===== src/rtl/lmpl_pkg.sv =====
/*
  Shared constants and carriers of the line maintenance block: register
  offsets, field layouts, reset values, alarm counts and pattern figures.
  Assumes a 200 MHz master clock and a 32-bit APB register port.
*/
package lmpl_pkg;

  // Register byte offsets
  localparam logic [7:0] REG_CTRL = 8'h00;   // Control word
  localparam logic [7:0] REG_STAT = 8'h04;   // Status word
  localparam logic [7:0] REG_ERRC = 8'h08;   // Error counter, clears on read

  // Control fields, bit 0 upward is lineStandardSelect
  typedef struct packed {
    logic [1:0] errSourceSelect;          // 19:18
    logic [4:0] signalLossThresholdCode;  // 17:13
    logic       equalizerEnable;          // 12
    logic       cdrEnable;                // 11
    logic       remoteLoopEnable;         // 10
    logic       digitalLoopEnable;        // 9
    logic       analogLoopEnable;         // 8
    logic       patternLockIrqMask;       // 7
    logic       patternLockEdgeSelect;    // 6
    logic       patternInvert;            // 5
    logic [1:0] patternSelect;            // 4:3
    logic       patternClockSelect;       // 2
    logic       alarmCriterionSelect;     // 1
    logic       lineStandardSelect;       // 0, 1 = T1/J1
  } lmpl_cfg_t;

  // Status fields
  typedef struct packed {
    logic patternLockEvent;        // 3, write one to clear
    logic patternLockStatus;       // 2
    logic alarmIndicationStatus;   // 1
    logic signalLoss;              // 0
  } lmpl_stat_t;

  localparam int         CFG_W       = 20;
  localparam lmpl_cfg_t  CFG_RESET   = 20'h00800;   // Recovery on, rest off
  localparam logic [1:0] PAT_NORMAL  = 2'h0;
  localparam logic [1:0] PAT_ONES    = 2'h1;
  localparam logic [1:0] PAT_PRBS    = 2'h2;
  localparam logic [1:0] ERR_PRBS    = 2'h0;

  // Loss-of-signal figures, in bit intervals and dB below nominal
  localparam logic [13:0] LOS_N_T1A   = 14'h00af;   // 175
  localparam logic [13:0] LOS_N_T1B   = 14'h0608;   // 1544
  localparam logic [13:0] LOS_N_E1A   = 14'h0020;   // 32
  localparam logic [13:0] LOS_N_E1B   = 14'h0800;   // 2048
  localparam logic [13:0] LOS_M_T1    = 14'h0080;   // 128
  localparam logic [13:0] LOS_M_E1    = 14'h0020;   // 32
  localparam logic [13:0] LOS_ZRUN_T1 = 14'h0064;   // 100
  localparam logic [13:0] LOS_ZRUN_E1 = 14'h0010;   // 16
  localparam logic [6:0]  LOS_Q_BASE  = 7'h04;      // Code 0 is 4 dB down
  localparam logic [4:0]  LOS_Q_MAXC  = 5'h0a;      // Last legal code
  localparam logic [6:0]  LOS_HYST_DB = 7'h04;      // Clear hysteresis

  // Alarm indication figures
  localparam logic [13:0] AIS_BLK_E1  = 14'h0200;   // 512
  localparam logic [13:0] AIS_ZER_E1  = 14'h0003;
  localparam logic [13:0] AIS_BLK_T1  = 14'h2000;   // 8192
  localparam logic [13:0] AIS_ZER_T1  = 14'h0009;

  // Pattern monitor window
  localparam logic [6:0]  WIN_LEN     = 7'h40;      // 64 bits
  localparam logic [6:0]  WIN_ERRMAX  = 7'h06;

  // Master-clock pattern rate, rates in kHz
  localparam int MCLK_KHZ    = 200000;
  localparam int RATE_T1_KHZ = 1544;
  localparam int RATE_E1_KHZ = 2048;
  localparam logic [7:0] DIV_T1 = 8'(MCLK_KHZ / RATE_T1_KHZ);
  localparam logic [7:0] DIV_E1 = 8'(MCLK_KHZ / RATE_E1_KHZ);

endpackage


===== src/rtl/lmpl_line_maint.sv =====
/*
  Line maintenance logic: loss-of-signal and alarm indication detection,
  test pattern insertion and monitoring, loopback path selection, APB
  register slave. Assumes clock and data pins from outside run far slower
  than mclk and are sampled here; the level input is a quasi-static code.
*/
// What this block does
// - Threshold code sets level with equalizer on, 2 dB steps
// - T1 first criterion: 175 down, 128 up
// - T1 second criterion: 1544 down
// - E1 first criterion: 32 down, 32 up
// - E1 second criterion: 2048 down
// - Alarm detection only with recovery enabled
// - E1 alarm: two 512-bit blocks, zeros
// - T1 alarm: 8192-bit span, 9 zeros
// - Pattern clock: transmit clock or master
// - Select 00, clock 0: pass data
// - Select 01 sends all ones
// - Select 00, clock 1: all zeros
// - Select 10 sends pattern, optional invert
// - T1 20-stage, E1 15-stage sequence
// - Lock: at most 6 errors in 64
// - Lock changes latched, edge selectable
// - Interrupt when event and mask set
// - Source 00 counts pattern bit errors
// - Analog loop returns transmit to receive
// - Digital loop returns transmit data
// - Patterns override transmit during local loops
// - Remote loop returns recovered data
// - Criteria picked by standard and criterion
`timescale 1ns/1ps
module lmpl_line_maint #(
  parameter int LEVEL_W      = 6,             // Width of level code, dB down
  parameter int LOS_FIXED_DB = 20             // Threshold with equalizer off
) (
  input  wire logic               mclk,            // Master clock
  input  wire logic               rst,             // Synchronous reset
  input  wire logic [7:0]         paddr,           // APB address
  input  wire logic               psel,            // APB select
  input  wire logic               penable,         // APB enable
  input  wire logic               pwrite,          // APB direction
  input  wire logic [31:0]        pwdata,          // APB write data
  output logic      [31:0]        prdata,          // APB read data
  output logic                    pready,          // APB ready
  output logic                    pslverr,         // APB error
  input  wire logic               transmitClockIn, // System transmit clock
  input  wire logic               txSysData,       // System transmit data
  input  wire logic               recClockIn,      // Recovered line clock
  input  wire logic               recDataIn,       // Recovered line data
  input  wire logic [LEVEL_W-1:0] rxLevelDb,       // Receive level, dB down
  output logic                    lineTxData,      // Data to line shaper
  output logic                    lineTxStrobe,    // Line bit strobe
  output logic                    rxOutData,       // Data to receive outputs
  output logic                    rxOutStrobe,     // Receive bit strobe
  output logic                    signalLossOut,   // Loss-of-signal level
  output logic                    patternLockIrq   // Lock event interrupt
);

  // Pick declare count from standard and criterion
  function automatic logic [13:0] losDeclareN(input logic t1, input logic alarm_criterion_select);
    if (t1) begin
      losDeclareN = alarm_criterion_select ? lmpl_pkg::LOS_N_T1B : lmpl_pkg::LOS_N_T1A;
    end else begin
      losDeclareN = alarm_criterion_select ? lmpl_pkg::LOS_N_E1B : lmpl_pkg::LOS_N_E1A;
    end
  endfunction

  // Feedback tap of the sequence register
  function automatic logic prbsFb(input logic [19:0] r, input logic t1);
    prbsFb = t1 ? (r[19] ^ r[16]) : (r[14] ^ r[13]);
  endfunction

  // Pin synchronisers: stage one, stage two, edge history
  logic [3:0]         syncA_ff;
  logic [3:0]         syncB_ff;
  logic [1:0]         clkHist_ff;
  logic [LEVEL_W-1:0] lvlA_ff;
  logic [LEVEL_W-1:0] lvlB_ff;
  logic               txRise;     // Transmit clock rising
  logic               rxTick;     // Recovered clock rising
  logic               txBit;      // Synchronised transmit data
  logic               rxBit;      // Synchronised recovered data

  // Two flops per pin, then edge detection on stage two only
  always_ff @(posedge mclk) begin
    if (rst) begin
      syncA_ff   <= 4'h0;
      syncB_ff   <= 4'h0;
      clkHist_ff <= 2'h0;
      lvlA_ff    <= '0;
      lvlB_ff    <= '0;
    end else begin
      syncA_ff   <= {recDataIn, recClockIn, txSysData, transmitClockIn};
      syncB_ff   <= syncA_ff;
      clkHist_ff <= {syncB_ff[2], syncB_ff[0]};
      lvlA_ff    <= rxLevelDb;
      lvlB_ff    <= lvlA_ff;
    end
  end

  assign txRise = syncB_ff[0] & ~clkHist_ff[0];
  assign rxTick = syncB_ff[2] & ~clkHist_ff[1];
  assign txBit  = syncB_ff[1];
  assign rxBit  = syncB_ff[3];

  // Register file state
  lmpl_pkg::lmpl_cfg_t cfg_ff,     nxt_cfg;
  logic [31:0]         rdata_ff,   nxt_rdata;
  logic                lockEvt_ff, nxt_lockEvt;
  logic [15:0]         errCnt_ff,  nxt_errCnt;
  logic                setup;      // APB setup phase
  logic                access;     // APB access phase
  logic                mapped;     // Address hits a register
  logic                lockRise;   // Lock status rose this cycle
  logic                lockFall;   // Lock status fell this cycle
  logic                countErr;   // Pattern error to count
  lmpl_pkg::lmpl_stat_t stat;

  assign setup   = psel & ~penable;
  assign access  = psel & penable;
  assign mapped  = (paddr == lmpl_pkg::REG_CTRL) || (paddr == lmpl_pkg::REG_STAT) ||
                   (paddr == lmpl_pkg::REG_ERRC);
  assign pready  = 1'b1;                         // No wait states
  assign pslverr = access & ~mapped;             // Unmapped address
  assign prdata  = rdata_ff;

  // Bus decode, event latch and error counter
  always_comb begin
    nxt_cfg     = cfg_ff;
    nxt_rdata   = rdata_ff;
    nxt_lockEvt = lockEvt_ff;
    nxt_errCnt  = errCnt_ff;
    // Read data captured in setup, stable through access
    if (setup) begin
      unique case (paddr)
        lmpl_pkg::REG_CTRL: nxt_rdata = {12'h000, cfg_ff};
        lmpl_pkg::REG_STAT: nxt_rdata = {28'h0000000, stat};
        lmpl_pkg::REG_ERRC: nxt_rdata = {16'h0000, errCnt_ff};
        default:            nxt_rdata = 32'h00000000;
      endcase
    end
    // Writes take effect at the access edge
    if (access && pwrite && paddr == lmpl_pkg::REG_CTRL) begin
      nxt_cfg = lmpl_pkg::lmpl_cfg_t'(pwdata[lmpl_pkg::CFG_W-1:0]);
    end
    if (access && pwrite && paddr == lmpl_pkg::REG_STAT && pwdata[3]) begin
      nxt_lockEvt = 1'b0;                        // Write one clears event
    end
    // Lock change capture wins over the clear
    if (lockRise || (lockFall && cfg_ff.patternLockEdgeSelect)) begin
      nxt_lockEvt = 1'b1;
    end
    // Reading the counter empties it
    if (access && !pwrite && paddr == lmpl_pkg::REG_ERRC) begin
      nxt_errCnt = 16'h0000;
    end
    // Count pattern errors, saturating; a new error outranks the read clear
    if (countErr) begin
      nxt_errCnt = (nxt_errCnt == 16'hffff) ? nxt_errCnt : nxt_errCnt + 16'h0001;
    end
  end

  // Register file flops
  always_ff @(posedge mclk) begin
    if (rst) begin
      cfg_ff     <= lmpl_pkg::CFG_RESET;
      rdata_ff   <= 32'h00000000;
      lockEvt_ff <= 1'b0;
      errCnt_ff  <= 16'h0000;
    end else begin
      cfg_ff     <= nxt_cfg;
      rdata_ff   <= nxt_rdata;
      lockEvt_ff <= nxt_lockEvt;
      errCnt_ff  <= nxt_errCnt;
    end
  end

  assign patternLockIrq = lockEvt_ff & cfg_ff.patternLockIrqMask;

  // Loss-of-signal state
  logic        los_ff,    nxt_los;
  logic [13:0] lowCnt_ff, nxt_lowCnt;   // Consecutive low intervals
  logic        inWin_ff,  nxt_inWin;    // Clear window running
  logic [13:0] winCnt_ff, nxt_winCnt;   // Intervals in clear window
  logic [13:0] ones_ff,   nxt_ones;     // Marks in clear window
  logic [13:0] zrun_ff,   nxt_zrun;     // Current zero run
  logic [6:0]  qDb;                     // Declare threshold, dB down
  logic        below;                   // Level under threshold
  logic        aboveH;                  // Level over threshold plus hysteresis
  logic [13:0] clrM;
  logic [13:0] zLim;
  logic [4:0]  qCode;

  // Threshold from code; reserved codes held at the last step
  always_comb begin
    qCode = (cfg_ff.signalLossThresholdCode > lmpl_pkg::LOS_Q_MAXC) ?
            lmpl_pkg::LOS_Q_MAXC : cfg_ff.signalLossThresholdCode;
    qDb   = cfg_ff.equalizerEnable ? lmpl_pkg::LOS_Q_BASE + {1'b0, qCode, 1'b0} :
            7'(LOS_FIXED_DB);
  end

  assign below  = 7'(lvlB_ff) > qDb;
  assign aboveH = (7'(lvlB_ff) + lmpl_pkg::LOS_HYST_DB) < qDb;
  assign clrM   = cfg_ff.lineStandardSelect ? lmpl_pkg::LOS_M_T1 : lmpl_pkg::LOS_M_E1;
  assign zLim   = cfg_ff.lineStandardSelect ? lmpl_pkg::LOS_ZRUN_T1 : lmpl_pkg::LOS_ZRUN_E1;

  // Declare on a low run, clear on a clean window opened by a mark
  always_comb begin
    nxt_los    = los_ff;
    nxt_lowCnt = lowCnt_ff;
    nxt_inWin  = inWin_ff;
    nxt_winCnt = winCnt_ff;
    nxt_ones   = ones_ff;
    nxt_zrun   = zrun_ff;
    if (rxTick && !los_ff) begin
      nxt_lowCnt = below ? lowCnt_ff + 14'h0001 : 14'h0000;
      if (below && nxt_lowCnt >= losDeclareN(cfg_ff.lineStandardSelect,
                                             cfg_ff.alarmCriterionSelect)) begin
        nxt_los   = 1'b1;
        nxt_inWin = 1'b0;
      end
    end else if (rxTick && !inWin_ff) begin
      // Window starts with the receipt of a pulse
      if (aboveH && rxBit) begin
        nxt_inWin  = 1'b1;
        nxt_winCnt = 14'h0001;
        nxt_ones   = 14'h0001;
        nxt_zrun   = 14'h0000;
      end
    end else if (rxTick) begin
      nxt_winCnt = winCnt_ff + 14'h0001;
      nxt_ones   = ones_ff + {13'h0000, rxBit};
      nxt_zrun   = rxBit ? 14'h0000 : zrun_ff + 14'h0001;
      if (!aboveH || nxt_zrun >= zLim) begin
        nxt_inWin = 1'b0;
      end else if (nxt_winCnt >= clrM) begin
        nxt_inWin = 1'b0;
        // At least one mark in eight
        if ({nxt_ones[10:0], 3'h0} >= clrM) begin
          nxt_los    = 1'b0;
          nxt_lowCnt = 14'h0000;
        end
      end
    end
  end

  // Loss-of-signal flops
  always_ff @(posedge mclk) begin
    if (rst) begin
      los_ff    <= 1'b0;
      lowCnt_ff <= 14'h0000;
      inWin_ff  <= 1'b0;
      winCnt_ff <= 14'h0000;
      ones_ff   <= 14'h0000;
      zrun_ff   <= 14'h0000;
    end else begin
      los_ff    <= nxt_los;
      lowCnt_ff <= nxt_lowCnt;
      inWin_ff  <= nxt_inWin;
      winCnt_ff <= nxt_winCnt;
      ones_ff   <= nxt_ones;
      zrun_ff   <= nxt_zrun;
    end
  end

  assign signalLossOut = los_ff;

  // Alarm indication state
  logic        ais_ff,     nxt_ais;
  logic [13:0] aisBlk_ff,  nxt_aisBlk;   // Bits in current block
  logic [13:0] aisZer_ff,  nxt_aisZer;   // Zeros in current block
  logic        prevLow_ff, nxt_prevLow;  // Previous E1 block was low
  logic        lowBlk;

  // Count zeros per block, decide at each block end
  always_comb begin
    nxt_ais     = ais_ff;
    nxt_aisBlk  = aisBlk_ff;
    nxt_aisZer  = aisZer_ff;
    nxt_prevLow = prevLow_ff;
    lowBlk      = 1'b0;
    if (!cfg_ff.cdrEnable) begin
      // Detector idle without recovery
      nxt_ais     = 1'b0;
      nxt_aisBlk  = 14'h0000;
      nxt_aisZer  = 14'h0000;
      nxt_prevLow = 1'b0;
    end else if (rxTick) begin
      nxt_aisZer = aisZer_ff + {13'h0000, ~rxBit};
      nxt_aisBlk = aisBlk_ff + 14'h0001;
      // Block end also catches a count left past the length by a mode change
      if (cfg_ff.lineStandardSelect && nxt_aisBlk >= lmpl_pkg::AIS_BLK_T1) begin
        nxt_ais    = nxt_aisZer < lmpl_pkg::AIS_ZER_T1;
        nxt_aisBlk = 14'h0000;
        nxt_aisZer = 14'h0000;
      end else if (!cfg_ff.lineStandardSelect && nxt_aisBlk >= lmpl_pkg::AIS_BLK_E1) begin
        lowBlk = nxt_aisZer < lmpl_pkg::AIS_ZER_E1;
        // Two like blocks in a row change the state
        if (lowBlk && prevLow_ff) begin
          nxt_ais = 1'b1;
        end else if (!lowBlk && !prevLow_ff) begin
          nxt_ais = 1'b0;
        end
        nxt_prevLow = lowBlk;
        nxt_aisBlk  = 14'h0000;
        nxt_aisZer  = 14'h0000;
      end
    end
  end

  // Alarm indication flops
  always_ff @(posedge mclk) begin
    if (rst) begin
      ais_ff     <= 1'b0;
      aisBlk_ff  <= 14'h0000;
      aisZer_ff  <= 14'h0000;
      prevLow_ff <= 1'b0;
    end else begin
      ais_ff     <= nxt_ais;
      aisBlk_ff  <= nxt_aisBlk;
      aisZer_ff  <= nxt_aisZer;
      prevLow_ff <= nxt_prevLow;
    end
  end

  // Pattern path state
  logic [7:0]  div_ff,     nxt_div;      // Master-clock rate divider
  logic [19:0] gen_ff,     nxt_gen;      // Generator register
  logic [19:0] chk_ff,     nxt_chk;      // Checker register
  logic [63:0] errHist_ff, nxt_errHist;  // Error history window
  logic [6:0]  errWin_ff,  nxt_errWin;   // Errors inside window
  logic [6:0]  fill_ff,    nxt_fill;     // Bits seen since start
  logic        lock_ff,    nxt_lock;
  logic        txOut_ff,   nxt_txOut;
  logic        txStb_ff,   nxt_txStb;
  logic        rxOut_ff,   nxt_rxOut;
  logic        rxStb_ff,   nxt_rxStb;
  logic        mTick;                    // Master-clock bit enable
  logic        patTick;                  // Pattern bit enable
  logic        t1;
  logic        genBit;
  logic        patBit;
  logic        loopLocal;
  logic        chkStb;
  logic        chkBit;
  logic        expBit;
  logic        bitErr;

  assign t1        = cfg_ff.lineStandardSelect;
  assign mTick     = (div_ff == 8'h00);
  assign patTick   = cfg_ff.patternClockSelect ? mTick : txRise;
  assign loopLocal = cfg_ff.analogLoopEnable | cfg_ff.digitalLoopEnable;
  // Zero suppression in the 20-stage sequence
  assign genBit    = (t1 && gen_ff[13:0] == 14'h0000) ? 1'b1 : prbsFb(gen_ff, t1);
  // Receive side sees the looped stream during local loops
  assign chkStb    = loopLocal ? patTick : rxTick;
  assign chkBit    = loopLocal ? nxt_txOut : rxBit;
  assign expBit    = prbsFb(chk_ff, t1) ^ cfg_ff.patternInvert;
  assign bitErr    = chkStb & (chkBit ^ expBit);
  assign lockRise  = nxt_lock & ~lock_ff;
  assign lockFall  = ~nxt_lock & lock_ff;
  assign countErr  = bitErr & lock_ff & (cfg_ff.errSourceSelect == lmpl_pkg::ERR_PRBS);

  // Transmit selection, generator, loops and checker
  always_comb begin
    nxt_div     = mTick ? (t1 ? lmpl_pkg::DIV_T1 : lmpl_pkg::DIV_E1) - 8'h01 :
                  div_ff - 8'h01;
    nxt_gen     = gen_ff;
    nxt_chk     = chk_ff;
    nxt_errHist = errHist_ff;
    nxt_errWin  = errWin_ff;
    nxt_fill    = fill_ff;
    nxt_lock    = lock_ff;
    nxt_txStb   = 1'b0;
    nxt_txOut   = txOut_ff;
    nxt_rxStb   = 1'b0;
    nxt_rxOut   = rxOut_ff;
    // Data choice for the next line bit
    unique case (cfg_ff.patternSelect)
      lmpl_pkg::PAT_NORMAL: patBit = cfg_ff.patternClockSelect ? 1'b0 : txBit;
      lmpl_pkg::PAT_ONES:   patBit = 1'b1;
      lmpl_pkg::PAT_PRBS:   patBit = genBit ^ cfg_ff.patternInvert;
      default:              patBit = txBit;      // Loop code not built here
    endcase
    if (cfg_ff.remoteLoopEnable) begin
      // Recovered data back to the line
      if (rxTick) begin
        nxt_txOut = rxBit;
        nxt_txStb = 1'b1;
      end
    end else if (patTick) begin
      // Patterns overwrite transmit data in local loops too
      nxt_txOut = patBit;
      nxt_txStb = 1'b1;
    end
    if (patTick && cfg_ff.patternSelect == lmpl_pkg::PAT_PRBS) begin
      nxt_gen = {gen_ff[18:0], prbsFb(gen_ff, t1)};
    end
    // Receive outputs: looped transmit stream or recovered line data
    if (chkStb) begin
      nxt_rxOut = chkBit;
      nxt_rxStb = 1'b1;
    end
    // Self-synchronising checker and sliding error window
    if (chkStb) begin
      nxt_chk     = {chk_ff[18:0], chkBit ^ cfg_ff.patternInvert};
      nxt_errHist = {errHist_ff[62:0], bitErr};
      nxt_errWin  = errWin_ff + {6'h00, bitErr} - {6'h00, errHist_ff[63]};
      nxt_fill    = (fill_ff == lmpl_pkg::WIN_LEN) ? fill_ff : fill_ff + 7'h01;
      if (nxt_fill == lmpl_pkg::WIN_LEN) begin
        nxt_lock = nxt_errWin <= lmpl_pkg::WIN_ERRMAX;
      end
    end
  end

  // Pattern path flops
  always_ff @(posedge mclk) begin
    if (rst) begin
      div_ff     <= 8'h00;
      gen_ff     <= 20'hfffff;
      chk_ff     <= 20'h00000;
      errHist_ff <= 64'h0000000000000000;
      errWin_ff  <= 7'h00;
      fill_ff    <= 7'h00;
      lock_ff    <= 1'b0;
      txOut_ff   <= 1'b0;
      txStb_ff   <= 1'b0;
      rxOut_ff   <= 1'b0;
      rxStb_ff   <= 1'b0;
    end else begin
      div_ff     <= nxt_div;
      gen_ff     <= nxt_gen;
      chk_ff     <= nxt_chk;
      errHist_ff <= nxt_errHist;
      errWin_ff  <= nxt_errWin;
      fill_ff    <= nxt_fill;
      lock_ff    <= nxt_lock;
      txOut_ff   <= nxt_txOut;
      txStb_ff   <= nxt_txStb;
      rxOut_ff   <= nxt_rxOut;
      rxStb_ff   <= nxt_rxStb;
    end
  end

  assign lineTxData   = txOut_ff;
  assign lineTxStrobe = txStb_ff;
  assign rxOutData    = rxOut_ff;
  assign rxOutStrobe  = rxStb_ff;

  // Status word assembly
  always_comb begin
    stat.patternLockEvent      = lockEvt_ff;
    stat.patternLockStatus     = lock_ff;
    stat.alarmIndicationStatus = ais_ff;
    stat.signalLoss            = los_ff;
  end

endmodule


===== config.mk =====
export PLATFORM = sky130hd
export DESIGN_NAME = lmpl_line_maint
export DESIGN_NICKNAME = d
export VERILOG_FILES = /design/src/rtl/lmpl_pkg.sv /design/src/rtl/lmpl_line_maint.sv
export SDC_FILE = /design/constraint.sdc
export NUM_CORES = 1
export LEC_CHECK = 0
export BUFFER_PORTS_ARGS = -buffer_cell sky130_fd_sc_hd__buf_4
export CAP_MARGIN = 30
export CORE_ASPECT_RATIO = 1.2
export CORE_MARGIN = 2
export CORE_UTILIZATION = 55
export CTS_CLUSTER_DIAMETER = 30
export CTS_CLUSTER_SIZE = 25
export DETAILED_ROUTE_END_ITERATION = 7
export GPL_TIMING_DRIVEN = 0
export HOLD_SLACK_MARGIN = 0.1
export PLACE_DENSITY = 0.85
export REMOVE_ABC_BUFFERS = 1
export SLEW_MARGIN = 20
export SYNTH_ARGS = -nofsm -noshare
export SYNTH_HDL_FRONTEND = slang
export SYNTH_SLANG_ARGS = --single-unit
export TNS_END_PERCENT = 30

===== constraint.sdc =====
create_clock -name mclk -period 8.5 [get_ports mclk]
set_input_delay 0.425 -clock mclk [delete_from_list [all_inputs] [get_ports mclk]]
set_output_delay 0.425 -clock mclk [all_outputs]
set_load 0.01 [all_outputs]

==> flow_metrics.tcl <==
set metrics [dict create \
    yosysWarnings 0 \
    gp_congestion 0.8916 \
    wl_per_cell_um 15.69 \
    synth_edf_count 0 \
    yosysTopAreaCellShare 0.4209 \
    grt_pass1_wl_um 57700 \
    finalNonFillerCells 2189 \
    worstSetupPathType "reg2reg" \
    cts_hold_buf 12 \
    setup_violations 0 \
    seq_area_frac_synth 0.4209 \
    worst_clock_skew_ns 0.03281 \
    critPathMaxStageDelay_ns 0.76 \
    nFillCells 1950 \
    dieArea_mm2 0.02681 \
    outcome "complete, no violations" \
    total_power_mw 3.874 \
    finalNetCount 1916 \
    synthCells 1769 \
    clkLatencyLatePin_ns 0.57 \
    vias 12820 \
    worst_slew_pin_slew_ns 0.9756 \
    syn_avg_cell_area_um2 7.932 \
    grt_max_degree 137 \
    die_y_um 179.0 \
    dp_cells 2070 \
    drive_gt1_frac 0.1114 \
    ctsRootBufferMaster "clkbuf_16" \
    yosysMostFrequentCell "nand2_1" \
    p_per_area_mw_per_mm2 229.9 \
    async_reset_ff_frac 0 \
    ys_ff_latch 295 \
    drt_wl_total_um 34340 \
    portBuffers 69 \
    place_ws_ns 3.378 \
    grt_use_total 0.2577 \
    ys_types 68 \
    drt_first_pass_iters 7 \
    synth_flop_cell "dfxtp_1" \
    clock-sinks 295 \
    cp_cell_sequence "a211o_1, ha_1, or3_1, a21boi_0, ha_1, and3_1, o21ai_0, o21ai_0, o21ai_1, nor2_1, ha_1, maj3_1, o211ai_1, a21oi_1, o31a_1, o211a_1, o21ai_0, a21oi_1" \
    max-slew-margin-rel 0.3452 \
    start_kind "flop" \
    cp_slowest_cell "o21ai_1" \
    grt_overflow 0 \
    clk_path_buf_depth 3 \
    maxCapViolCount 0 \
    grt_pass1_vias 12670 \
    drc 0 \
    viasPerCell 5.855 \
    ys_top_cells_by_area "dfxtp_1 42%, nand2_1 8.4%, a21oi_1 7.2%" \
    coreArea_mm2 0.02530 \
    drt-initial-drc-count 829 \
    finalHoldViolCount 0 \
    path_max_fanout 14 \
    setup_ws_ns 3.246 \
    fin_crit_ns 5.254 \
    ios 95 \
    required_ns 8.91 \
    rsz0062_at_grt "no" \
    synthTopCellsByCount "313 x nand2_1, 295 x dfxtp_1, 201 x a21oi_1" \
    syn_to_final_growth_pct 20.10 \
    end_kind "flop" \
    htreeDepth 2 \
    dp_hpwl_um 21270 \
    cts_buffers 54 \
    antenna_found_initial 1 \
    initial_core_util 0.5545 \
    ant_nets 0 \
    fmaxAchievable_ghz 0.1903 \
    syn_area_mm2 0.01403 \
    ir_drop_v 0.0002367 \
    path_clk_slew_ns 0.05 \
    cts_resized 0 \
    cts_tree "yes" \
    finalSetupTns_ns 0 \
    cts_setup_buffers 0 \
    fp.dieW_um 149.8 \
    worstPathArrival_ns 5.67 \
    cellLeakagePower_nw 6.169 \
    period_share 0.6181 \
    drv_slew 0 \
    synth_top_area_cell "dfxtp_1" \
    hp-class "in2reg" \
    rows 64 \
]
## flip-flops by register name (all words and copies together) (netlist names), 6 cells and up
name / count
errHist_ff: 64
chk_ff: 20
gen_ff: 20
prdata: 20
cfg_ff: 19
errCnt_ff: 16
aisBlk_ff: 14
aisZer_ff: 14
lowCnt_ff: 14
winCnt_ff: 14
zrun_ff: 14
ones_ff: 11
div_ff: 8
errWin_ff: 7
fill_ff: 7
lvlA_ff: 6
lvlB_ff: 6
## critical path: cells and delay by family, from the launching register on
| kind | cells | cell delay (ns) |
|---|---|---|
| simple gates | 3 | 0.65 |
| fa+ha+maj | 4 | 1.22 |
| compound gates | 11 | 2.85 |
| flops | 1 | 0.36 |
## metrics by stage
| stage | utilization | area [um2] | hold WS (ns) |
|---|---|---|---|
| global placement | 0.5731 | 14500 | 0.4163 |
| global route | 0.6660 | 16850 | 0.1140 |
| finish | 0.6660 | 16850 | 0.1156 |
| CTS | 0.6641 | 16800 | 0.1020 |
| floorplan | - | 13570 | 0.4138 |
| detailed placement | 0.5823 | 14740 | 0.4266 |
## routing by layer
| metal | vias to the layer above | share of wire | track usage |
|---|---|---|---|
| li1 | 6216 | - | - |
| met5 | - | 0 | 0 |
| met1 | 6065 | 0.39 | 0.2914 |
| met4 | 0 | 0.033 | 0.1187 |
| met3 | 110 | 0.064 | 0.05293 |
| met2 | 425 | 0.51 | 0.4637 |
## report_power, final
group / internal [mW] / total, mW / switching (mW)
clock network: 1.43 / 2.23 / 0.792
logic: 0.0918 / 0.211 / 0.119
registers: 1.41 / 1.44 / 0.0281
total: 2.93 / 3.87 / 0.939
## placed cells by master, fill, tap and decap left out, drive strengths merged, types with 21 or more instances in the layout
| master | n |
|---|---|
| a211o | 23 |
| a21oi | 201 |
| a22oi | 23 |
| and3 | 28 |
| buf | 82 |
| clkbuf | 65 |
| dfxtp | 295 |
| ha | 48 |
| inv | 43 |
| nand2 | 314 |
| nand3 | 54 |
| nand4 | 32 |
| nor2 | 169 |
| nor2b | 56 |
| nor3 | 43 |
| nor4 | 21 |
| o21ai | 59 |
| xnor2 | 39 |
| xor2 | 32 |
## cell families (layout without fill, tap and decap cells)
family,Yosys count,count (layout),synth area share
adders and majority gates,50,50,0.04494
buffers and inverters,154,229,0.04512
and+or+nand+nor,798,798,0.2686
xor gates and xnor gates,72,72,0.04601
AOI/OAI and AO/OA,386,386,0.1653
muxes,12,12,0.008649
DFF,295,295,0.4209
other,2,17,0.0005352
## worst paths after layout
| kind | start | end | slack [ns] | cells after the start |
|---|---|---|---|---|
| worst min-delay path | pwdata[18] | cfg_ff[18] | 0.12 | 3 |
| worst min register to register | lvlA_ff[3] | lvlB_ff[3] | 0.44 | 1 |
| worst max register to register | cfg_ff[16] | signalLossOut | 3.25 | 18 |
| worst max-delay path | cfg_ff[16] | signalLossOut | 3.25 | 18 |
## final cells by class
| class | instances | area [um2] | share of cell area |
|---|---|---|---|
| clock buffer | 65 | 1485 | 0.08813 |
| sequential | 295 | 5906 | 0.3504 |
| clock inverter | 37 | 464.2 | 0.02754 |
| antenna | 1 | 2.502 | 0.0001485 |
| multi-input combinational | 1334 | 7592 | 0.4505 |
| inverter | 32 | 120.1 | 0.007127 |
| tap | 330 | 412.9 | 0.02450 |
| timing repair buffer | 95 | 869.6 | 0.05160 |
(Power assumes the default switching activity.)
